===== config.mk =====
export PLATFORM = sky130hd
export DESIGN_NAME = charger_control_register_bank
export DESIGN_NICKNAME = d
export VERILOG_FILES = /design/src/hdl/reg_store.v /design/src/hdl/charger_control_register_bank.v
export VERILOG_INCLUDE_DIRS = /design/src /design/src/hdl
export SDC_FILE = /design/constraint.sdc
export NUM_CORES = 1
export LEC_CHECK = 0
export ABC_CLOCK_PERIOD_IN_PS = 1200
export BUFFER_PORTS_ARGS = -buffer_cell sky130_fd_sc_hd__buf_4
export CAP_MARGIN = 20
export CORE_MARGIN = 2
export CORE_UTILIZATION = 30
export DETAILED_ROUTE_END_ITERATION = 10
export GPL_TIMING_DRIVEN = 0
export RECOVER_POWER = 25
export SLEW_MARGIN = 20
export SYNTH_ARGS = -nofsm -noshare
export SYNTH_HDL_FRONTEND = slang
export SYNTH_SLANG_ARGS = --single-unit
export TNS_END_PERCENT = 1

===== constraint.sdc =====
create_clock -name CORE_CLK -period 1.2 [get_ports CORE_CLK]
set_input_delay 0.24 -clock CORE_CLK [delete_from_list [all_inputs] [get_ports CORE_CLK]]
set_output_delay 0.24 -clock CORE_CLK [all_outputs]
set_load 0.02 [all_outputs]

===== src/hdl/charger_regs_map.vh =====
`ifndef CHARGER_REGS_MAP_VH
`define CHARGER_REGS_MAP_VH
// register offsets
`define ADDR_THERM_CTRL      8'h0F
`define ADDR_FLOAT_VOLT      8'h11
`define ADDR_CHARGE_CURR     8'h12
// reset values
`define RST_THERM_CTRL       8'h40
`define RST_FLOAT_VOLT       8'h00
`define RST_CHARGE_CURR      8'h10
// control register field positions
`define BIT_SOFT_RESET       7
`define BIT_TREG_HI          6
`define BIT_TREG_LO          5
`define BIT_SHIP_AUTO        2
`define BIT_SWITCH_OFF       1
`define BIT_CHARGE_DIS       0
// charge current field
`define CURR_MSB             5
`define CURR_MAX_CODE        6'h3D
// writable masks (reserved bits excluded)
`define MASK_THERM_CTRL      8'h67
`define MASK_CHARGE_CURR     8'h3F
`endif


===== src/hdl/reg_store.v =====
`timescale 1ns/10ps
`default_nettype none
// ----------------------------------------------------------------------
// eight-bit storage word with masked write and registered read data
// ----------------------------------------------------------------------
module reg_store #(
  parameter [7:0] RST_VAL = 8'h00,
  parameter [7:0] WMASK   = 8'hFF
) (
  input  wire       clk,
  input  wire       rstn,
  input  wire       ce,
  input  wire       soft_rst,
  input  wire       wr,
  input  wire [7:0] wdata,
  output reg  [7:0] q
);

  // masked write; reserved bits keep their reset value
  always @(posedge clk or negedge rstn) begin
    if (!rstn) begin
      q <= RST_VAL;
    end else if (ce) begin
      if (soft_rst) begin
        q <= RST_VAL;
      end else if (wr) begin
        q <= (wdata & WMASK) | (RST_VAL & ~WMASK);
      end
    end
  end

endmodule // reg_store
`default_nettype wire


===== src/hdl/charger_control_register_bank.v =====
// Summary of operation
// - writing one to bit 7 resets registers
// - writing zero does nothing; reads zero
// - threshold code 00..11 selects 70/85/100/120C
// - auto entry sets switch off on undervoltage
// - writing one turns pass switch off immediately
// - switch off forbids supplemental mode
// - auto entry: source connect clears both bits
// - no auto entry: connect/removal clears switch off
// - charge disable opens switch, supplement still allowed
// - current code 0.2A+50mA steps, 3Dh up max
`timescale 1ns/10ps
`default_nettype none
`include "charger_regs_map.vh"
module charger_control_register_bank (
  input  wire       CORE_CLK,
  input  wire       RSTN,
  input  wire       CE,
  input  wire       WR_EN,
  input  wire       RD_EN,
  input  wire [7:0] ADDR,
  input  wire [7:0] WDATA,
  input  wire       BUS_BELOW_FALL,
  input  wire       IN_BELOW_FALL,
  input  wire       SOURCE_VALID,
  input  wire       SYS_BELOW_BAT,
  output reg  [7:0] RDATA,
  output reg        BATTERY_PASS_SWITCH_ON,
  output reg        SUPPLEMENT_ALLOWED,
  output reg  [1:0] THERMAL_REGULATION_THRESHOLD,
  output reg  [7:0] FLOAT_VOLTAGE_SETTING,
  output reg  [5:0] FAST_CHARGE_CURRENT
);

  // ----------------------------------------------------------------------
  // pin synchronisers
  // ----------------------------------------------------------------------
  reg [3:0] sync_a;
  reg [3:0] sync_b;
  reg       valid_d;
  wire [3:0] pins = {SYS_BELOW_BAT, SOURCE_VALID, IN_BELOW_FALL, BUS_BELOW_FALL};

  // two flops per asynchronous pin
  always @(posedge CORE_CLK or negedge RSTN) begin
    if (!RSTN) begin
      sync_a  <= 4'h0;
      sync_b  <= 4'h0;
      valid_d <= 1'b0;
    end else if (CE) begin
      sync_a  <= pins;
      sync_b  <= sync_a;
      valid_d <= sync_b[2];
    end
  end

  wire below_fall  = sync_b[0] | sync_b[1];
  wire src_connect = sync_b[2] & ~valid_d;
  wire src_remove  = ~sync_b[2] & valid_d;
  wire sys_low     = sync_b[3];

  // ----------------------------------------------------------------------
  // address decode
  // ----------------------------------------------------------------------
  function hit;
    input [7:0] a;
    input [7:0] b;
    begin
      hit = (a == b);
    end
  endfunction

  wire wr_ctrl  = WR_EN & hit(ADDR, `ADDR_THERM_CTRL);
  wire wr_float = WR_EN & hit(ADDR, `ADDR_FLOAT_VOLT);
  wire wr_curr  = WR_EN & hit(ADDR, `ADDR_CHARGE_CURR);
  wire soft_rst = wr_ctrl & WDATA[`BIT_SOFT_RESET];

  // ----------------------------------------------------------------------
  // control register
  // ----------------------------------------------------------------------
  reg [7:0] ctrl;
  reg [7:0] next_ctrl;

  // hardware events take priority over same-cycle software writes other than soft reset
  always @* begin
    next_ctrl = ctrl;
    if (soft_rst) begin
      next_ctrl = `RST_THERM_CTRL;
    end else begin
      if (wr_ctrl) begin
        next_ctrl = WDATA & `MASK_THERM_CTRL;
      end
      if (next_ctrl[`BIT_SHIP_AUTO] || ctrl[`BIT_SHIP_AUTO]) begin
        if (ctrl[`BIT_SHIP_AUTO] && below_fall) begin
          next_ctrl[`BIT_SWITCH_OFF] = 1'b1;
        end
      end
      if (ctrl[`BIT_SHIP_AUTO]) begin
        if (src_connect) begin
          next_ctrl[`BIT_SWITCH_OFF] = 1'b0;
          next_ctrl[`BIT_SHIP_AUTO]  = 1'b0;
        end
      end else if (src_connect || src_remove) begin
        next_ctrl[`BIT_SWITCH_OFF] = 1'b0;
      end
    end
  end

  always @(posedge CORE_CLK or negedge RSTN) begin
    if (!RSTN) begin
      ctrl <= `RST_THERM_CTRL;
    end else if (CE) begin
      ctrl <= next_ctrl;
    end
  end

  // ----------------------------------------------------------------------
  // float voltage and charge current storage
  // ----------------------------------------------------------------------
  wire [7:0] float_q;
  wire [7:0] curr_q;

  reg_store #(.RST_VAL(`RST_FLOAT_VOLT), .WMASK(8'hFF)) u_float (
    .clk      (CORE_CLK),
    .rstn     (RSTN),
    .ce       (CE),
    .soft_rst (soft_rst),
    .wr       (wr_float),
    .wdata    (WDATA),
    .q        (float_q)
  );

  reg_store #(.RST_VAL(`RST_CHARGE_CURR), .WMASK(`MASK_CHARGE_CURR)) u_curr (
    .clk      (CORE_CLK),
    .rstn     (RSTN),
    .ce       (CE),
    .soft_rst (soft_rst),
    .wr       (wr_curr),
    .wdata    (WDATA),
    .q        (curr_q)
  );

  // ----------------------------------------------------------------------
  // outputs and read data
  // ----------------------------------------------------------------------
  reg [7:0] rd_mux;

  // soft-reset bit never stored, so it reads zero
  always @* begin
    case (ADDR)
      `ADDR_THERM_CTRL:  rd_mux = ctrl & `MASK_THERM_CTRL;
      `ADDR_FLOAT_VOLT:  rd_mux = float_q;
      `ADDR_CHARGE_CURR: rd_mux = curr_q & `MASK_CHARGE_CURR;
      default:           rd_mux = 8'h00;
    endcase
  end

  // registered outputs
  always @(posedge CORE_CLK or negedge RSTN) begin
    if (!RSTN) begin
      RDATA                        <= 8'h00;
      BATTERY_PASS_SWITCH_ON       <= 1'b0;
      SUPPLEMENT_ALLOWED           <= 1'b0;
      THERMAL_REGULATION_THRESHOLD <= 2'h2;
      FLOAT_VOLTAGE_SETTING        <= `RST_FLOAT_VOLT;
      FAST_CHARGE_CURRENT          <= 6'h10;
    end else if (CE) begin
      if (RD_EN) begin
        RDATA <= rd_mux;
      end
      // switch off and charge disable both open the pass switch
      BATTERY_PASS_SWITCH_ON <= ~ctrl[`BIT_SWITCH_OFF]
                                & ~ctrl[`BIT_CHARGE_DIS];
      SUPPLEMENT_ALLOWED <= ~ctrl[`BIT_SWITCH_OFF] & sys_low;
      THERMAL_REGULATION_THRESHOLD <= ctrl[`BIT_TREG_HI:`BIT_TREG_LO];
      FLOAT_VOLTAGE_SETTING <= float_q;
      // codes 3Dh..3Fh all clamp to the maximum
      if (curr_q[`CURR_MSB:0] >= `CURR_MAX_CODE) begin
        FAST_CHARGE_CURRENT <= `CURR_MAX_CODE;
      end else begin
        FAST_CHARGE_CURRENT <= curr_q[`CURR_MSB:0];
      end
    end
  end

endmodule // charger_control_register_bank
`default_nettype wire


==> flow_metrics.env, run 1 <==
export IMPL_synth_top_area_frac=0.531
export IMPL_final_common_cell="dfrtp_1"
export IMPL_max_cap_violations=0
export IMPL_htree_levels=2
export IMPL_synth_nets=220
export IMPL_core_area_mm2=0.00769
export IMPL_min_path_type="in -> reg"
export IMPL_drc_errors=0
export IMPL_seq_area_frac_synth=0.575
export IMPL_cts_sinks=54
export IMPL_powerDensity_mw_per_mm2=1110
export IMPL_synth_area_top_cells="dfrtp_1, mux2_2, a22o_1, dfstp_2, o21ai_0"
export IMPL_placed_cells=345
export IMPL_wirelength_um=5490
export IMPL_drt_iter0_markers=77
export IMPL_drt_first_pass_iters=4
export IMPL_critical_path_max_fanout=6
export IMPL_wire_per_inst_um=15.3
export IMPL_ioPinCount=51
export IMPL_cts_buffers=5
export IMPL_die_h_um=92.7
export IMPL_antenna_found_initial=0
export IMPL_cp_depth=6
export IMPL_status="finished, violations left"
export IMPL_max_slew_margin_rel=0.509
export IMPL_grt_use_total=0.136
export IMPL_drive_gt1_frac=0.438
export IMPL_whs_path_depth=2
export IMPL_end_kind="flop"
export IMPL_grt_pass1_wl_um=9150
export IMPL_setup_violations=29
export IMPL_grt_pass1_vias=1828
export IMPL_regToRegSetupSlack_ns=-0.08
export IMPL_timing_final_crit_share=1.17
export IMPL_rsz0062_at_grt="true"
export IMPL_vias_per_cell=4.74
export IMPL_gp_congestion=0.788
export IMPL_crit_family="simple AND/OR/NAND/NOR gates"
export IMPL_final_cell_mix="dfrtp_1, buf_4, mux2_2, nand2_1, a22o_1"
export IMPL_vias=1697
export IMPL_setup_slack_ns=-0.205
export IMPL_cp_arrival_ns=1.60
export IMPL_nets=281
export IMPL_grt_max_degree=55
export IMPL_ys_types=39
export IMPL_power_leakage_nw=1.44
export IMPL_syn_inst=194
export IMPL_path_common_cell="buf_6"
export IMPL_startpoint_type="input pin"
export IMPL_slowest_delay_ns=0.54
export IMPL_synth_avg_cell_area_um2=12.2
export IMPL_fin_cells=358
export IMPL_dieArea_mm2=0.00859
export IMPL_clkLatencyLatePin_ns=0.31
export IMPL_yosysTopAreaCell="dfrtp_1"
export IMPL_finalClockSkew_ns=0.00996
export IMPL_area_growth_syn_to_layout_pct=30.7
export IMPL_initial_utilization=0.307
export IMPL_violations="setup timing"
export IMPL_finalHoldViolations=0
export IMPL_max_freq_ghz=0.712
export IMPL_crit_required_ns=1.40
export IMPL_path_buf_inv=2
export IMPL_reg2regPathDepth=4
export IMPL_yosys_warnings=0
export IMPL_crit_chain="buf_6 > or4b_4 > buf_6 > nor2_4 > a32oi_4 > a22o_2"
export IMPL_synth_seq_cells=54
export IMPL_syn_area_mm2=0.00236
export IMPL_dp_hpwl_um=3950
export IMPL_antenna_left=0
export IMPL_cts_root_buf="clkbuf_8"
export IMPL_n_antenna_cell=0
export IMPL_peakVddDrop_mv=0.572
export IMPL_finalCriticalPeriod_ns=1.40
export IMPL_tightestPinTransition_ns=0.737
export IMPL_slew_viol_final=0
export IMPL_clockBufferDepth=2
export IMPL_portBuffers=49
export IMPL_clkSlewWorstSetupHoldPaths_ns=0.09
export IMPL_grt_remaining_overflow=0
export IMPL_fin_hold_ws_ns=0.164
export IMPL_cp_slowest_cell="or4b_4"
export IMPL_cts_tree="built"
export IMPL_fp_row_count=32
export IMPL_worstSetupPathType="in -> reg"
export IMPL_die_w_um=92.7
==> power breakdown <==
part	switching, mW	internal, mW
clock	0.574	0.467
combinational	0.217	0.202
sequential	0.0560	1.91
total	0.847	2.58
==> cells by family after synthesis <==
family	count (synthesis)	synth area share
AOI/OAI and AO/OA	54	0.169
adders and majority gates	1	0.00530
buffers and inverters	19	0.0355
DFF	54	0.575
muxes	22	0.105
and+or+nand+nor	44	0.110
==> synthesized netlist by cell type <==
master and instances:
nand3_1 1, a32oi_1 2, nor3b_4 1, inv_1 9, ha_1 1, nor3_1 2
dfstp_2 4, or4_4 1, mux2_2 22, and2_1 3, o21ai_0 14, a31o_2 2
nor3_4 1, nor2_4 1, and3_1 1, o21ai_1 1, nor2_1 6, a22o_2 5
a22o_1 14, o31ai_1 2, nor2b_1 5, a21oi_1 4, clkbuf_1 6, nand4b_1 1
nand2_1 17, buf_6 1, nand4_1 1, a22oi_1 6, dfrtp_1 50, buf_4 1
o41ai_1 1, buf_2 1, or4b_1 1, buf_1 1, o21ba_2 1, nand3b_1 1
and4bb_2 1, a211oi_1 1, o22a_1 1
==> sequential cells by signal, indices dropped and copies added (netlist names) <==
| register | flops |
|---|---|
| SUPPLEMENT_ALLOWED | 1 |
| sync_a | 4 |
| THERMAL_REGULATION_THRESHOLD | 2 |
| BATTERY_PASS_SWITCH_ON | 1 |
| ctrl | 5 |
| RDATA | 8 |
| FAST_CHARGE_CURRENT | 6 |
| u_float.q | 8 |
| sync_b | 4 |
| u_curr.q | 6 |
| valid_d | 1 |
| FLOAT_VOLTAGE_SETTING | 8 |
==> final cells by class <==
type,instances,area (um2)
multi-input combinational,121,985
tap,102,128
timing repair buffer,56,449
clock inverter,1,5.00
sequential,54,1360
inverter,9,33.8
buffer,8,40.0
clock buffer,7,86.3
fill,756,4600
==> metal layers <==
layer,up-vias,wire length [um],global-route usage
met5,-,0,0
met4,0,85,0.0417
met3,7,338,0.0374
met2,45,2450,0.202
met1,813,2620,0.194
li1,832,-,-
==> timing repair <==
action | 4_1_cts | 5_1_grt
pin swaps | 15 | 7
resized for setup | 23 | 6
hold endpoints to repair | 27 | 0
endpoints found under the setup margin | 49 | 31
buffers inserted | 5 | 1
hold buffers | 1 | 0
==> path summary, 6_finish.rpt <==
check                         startpoint     endpoint
max                              ADDR[5]  u_curr.q[1]
min                        IN_BELOW_FALL    sync_a[1]
max reg2reg                    sync_b[2]      ctrl[1]
min reg2reg                     RDATA[6]     RDATA[6]
max in group asynchronous           RSTN     RDATA[7]
min in group asynchronous           RSTN    sync_a[1]
==> stage by stage <==
stage / setup slack (ns) / power [mW] / TNS (ns) / util / instance area [um2]
after floorplan: -0.391 / 2.19 / -11.58 / - / 2370
after detailed placement: -0.739 / 2.40 / -26.51 / 0.372 / 2860
final: -0.205 / 3.43 / -4.07 / 0.401 / 3080
after global routing: -0.235 / 3.58 / -5.33 / 0.401 / 3080
after global placement: -0.728 / 2.39 / -25.59 / 0.372 / 2860
after CTS: -0.250 / 3.46 / -4.93 / 0.401 / 3080
No activity file was read; power rests on OpenSTA's default activity.
==> run 2, diff against run 1 <==
--- a/config.mk
+++ b/config.mk
@@ -6,13 +6,14 @@
 export SDC_FILE = /design/constraint.sdc
 export NUM_CORES = 1
 export LEC_CHECK = 0
-export ABC_CLOCK_PERIOD_IN_PS = 1200
+export ABC_CLOCK_PERIOD_IN_PS = 1550
 export BUFFER_PORTS_ARGS = -buffer_cell sky130_fd_sc_hd__buf_4
 export CAP_MARGIN = 20
 export CORE_MARGIN = 2
 export CORE_UTILIZATION = 30
 export DETAILED_ROUTE_END_ITERATION = 10
 export GPL_TIMING_DRIVEN = 0
+export PLACE_DENSITY = 0.51
 export RECOVER_POWER = 25
 export SLEW_MARGIN = 20
 export SYNTH_ARGS = -nofsm -noshare
==> constraint.sdc (replaced) <==
create_clock -name CORE_CLK -period 1.55 [get_ports CORE_CLK]
set_input_delay 0.31 -clock CORE_CLK [delete_from_list [all_inputs] [get_ports CORE_CLK]]
set_output_delay 0.31 -clock CORE_CLK [all_outputs]
set_load 0.02 [all_outputs]
==> run 2 against run 1 <==
The run now ends clean. Clock-buffer cell count decreased by 2. Worst hold slack improved by 0.056 ns. Utilization decreased by 0.65 points. Routed wire length increased by 0.98%. Global-route usage increased by 0.13 points. Largest cell class unchanged. Clock power decreased by 24%. First-iteration DRC count decreased by 16%. Sequential power decreased by 23%. Final area decreased by 1.6%. Highest routed layer unchanged.
==> flow_metrics.env, run 2 (synthesis results as in run 1) <==
export IMPL_status="completed"
export IMPL_antenna_found_initial=0
export IMPL_setup_violations=0
export IMPL_setup_slack_ns=0.0428
export IMPL_dp_slack_ns=-0.456
export IMPL_drive_gt1_frac=0.427
export IMPL_powerDensity_mw_per_mm2=865
export IMPL_cts_sinks=54
export IMPL_final_cell_mix="buf_4, dfrtp_1, mux2_2, nand2_1, a22o_1"
export IMPL_reg_largest_list="FLOAT_VOLTAGE_SETTING (8), RDATA (8), u_float.q (8)"
export IMPL_grt_remaining_overflow=0
export IMPL_htree_levels=2
export IMPL_grt_pass1_wl_um=9230
export IMPL_startpoint_type="input pin"
export IMPL_hold_buffers=0
export IMPL_drt_iter0_markers=65
export IMPL_finalCriticalPeriod_ns=1.51
export IMPL_grt_use_total=0.137
export IMPL_end_kind="flop"
export IMPL_tightestPinTransition_ns=1.34
export IMPL_power_leakage_nw=1.41
export IMPL_nets=280
export IMPL_filler_cell_count=786
export IMPL_max_freq_ghz=0.663
export IMPL_dieArea_mm2=0.00859
export IMPL_timing_final_crit_share=0.972
export IMPL_finalClockSkew_ns=0.0118
export IMPL_area_growth_syn_to_layout_pct=28.6
export IMPL_core_area_mm2=0.00769
export IMPL_post_route_util=0.395
export IMPL_grt_max_degree=55
export IMPL_fp_row_count=32
export IMPL_wirelength_um=5540
export IMPL_cp_arrival_ns=1.75
export IMPL_max_cap_violations=0
export IMPL_fin_hold_ws_ns=0.220
export IMPL_wire_per_inst_um=15.5
export IMPL_die_h_um=92.7
export IMPL_clkLatencyLatePin_ns=0.31
export IMPL_peakVddDrop_mv=0.400
export IMPL_cts_tree="built"
export IMPL_vias_per_cell=4.84
export IMPL_max_slew_margin_rel=0.106
export IMPL_grt_pass1_vias=1712
export IMPL_initial_utilization=0.307
export IMPL_cts_root_buf="clkbuf_8"
export IMPL_antenna_left=0
export IMPL_gp_congestion=0.730
export IMPL_drc_errors=0
export IMPL_cts_buffers=5
export IMPL_min_path_type="in -> reg"
export IMPL_n_antenna_cell=0
export IMPL_die_w_um=92.7
export IMPL_vias=1727
export IMPL_dp_hpwl_um=3990
export IMPL_worstSetupPathType="in -> reg"
export IMPL_drt_first_pass_iters=4
export IMPL_finalHoldViolations=0
export IMPL_ioPinCount=51
export IMPL_slew_viol_final=0
export IMPL_crit_required_ns=1.79
export IMPL_clkSlewWorstSetupHoldPaths_ns=0.10
export IMPL_critical_path_max_fanout=8
export IMPL_final_common_cell="buf_4"
export IMPL_portBuffers=49
export IMPL_clockBufferDepth=2
## run 2: changes by cell type in the layout (fill, tap and decap cells not counted), sizes merged
cell | previous run | this run
clkbuf | 14 | 12
clkinv | 1 | 2
clkinvlp | 0 | 1
dlygate4sd3 | 1 | 0
## run 2: final timing paths
check,startpoint,end,slack (ns),cells past startpoint
max in group asynchronous,RSTN,SUPPLEMENT_ALLOWED,0.44,1
setup / recovery,ADDR[6],u_float.q[7],0.04,6
hold reg to reg,RDATA[4],RDATA[4],0.49,2
setup reg to reg,sync_b[2],ctrl[1],0.21,4
hold / removal,WDATA[4],u_curr.q[4],0.22,3
min in group asynchronous,RSTN,RDATA[4],0.28,1
## run 2: timing repair
action                                  in CTS  in global routing
cloned                                       0                  0
endpoints found under the setup margin      20                 22
resized for setup                            4                  8
buffers inserted                             4                  0
pin swaps                                    3                  2
## run 2: area by class of cell
cell class	count	area [um2]	area share
Buffer	10	60.1	0.0198
Clock buffer	5	68.8	0.0227
Clock inverter	3	21.3	0.00701
Inverter	9	33.8	0.0111
Multi-Input combinational cell	121	966	0.318
Sequential cell	54	1360	0.447
Tap cell	102	128	0.0421
Timing Repair Buffer	53	399	0.132
## run 2: critical path, cell delays in order
cell and delay, ns:
buf_4 0.11, or4_4 0.54, and4bb_4 0.37, and2_1 0.15, buf_6 0.13, o22a_1 0.13
## run 2: metal layers
metal | routed length (um) | part of all wire | global-route usage
met1 | 2790 | 0.50 | 0.207
met2 | 2450 | 0.44 | 0.199
met3 | 237 | 0.043 | 0.0285
met4 | 69 | 0.012 | 0.0404
met5 | 0 | 0 | 0
## run 2: where the power goes
part / switching [mW] / internal [mW] / total, mW
Combinational: 0.165 / 0.147 / 0.313
Sequential: 0.0432 / 1.48 / 1.52
Clock: 0.471 / 0.319 / 0.790
## run 2: metrics by stage
stage | TNS, ns | instance area (um2) | power (mW) | instances
final | 0 | 3030 | 2.62 | 357
after global routing | -0.00507 | 3030 | 2.78 | 357
after CTS | 0 | 3000 | 2.67 | 357
after detailed placement | -13.08 | 2860 | 1.86 | 345
after global placement | -12.99 | 2860 | 1.86 | 345
after floorplan | -1.68 | 2370 | 1.70 | 194
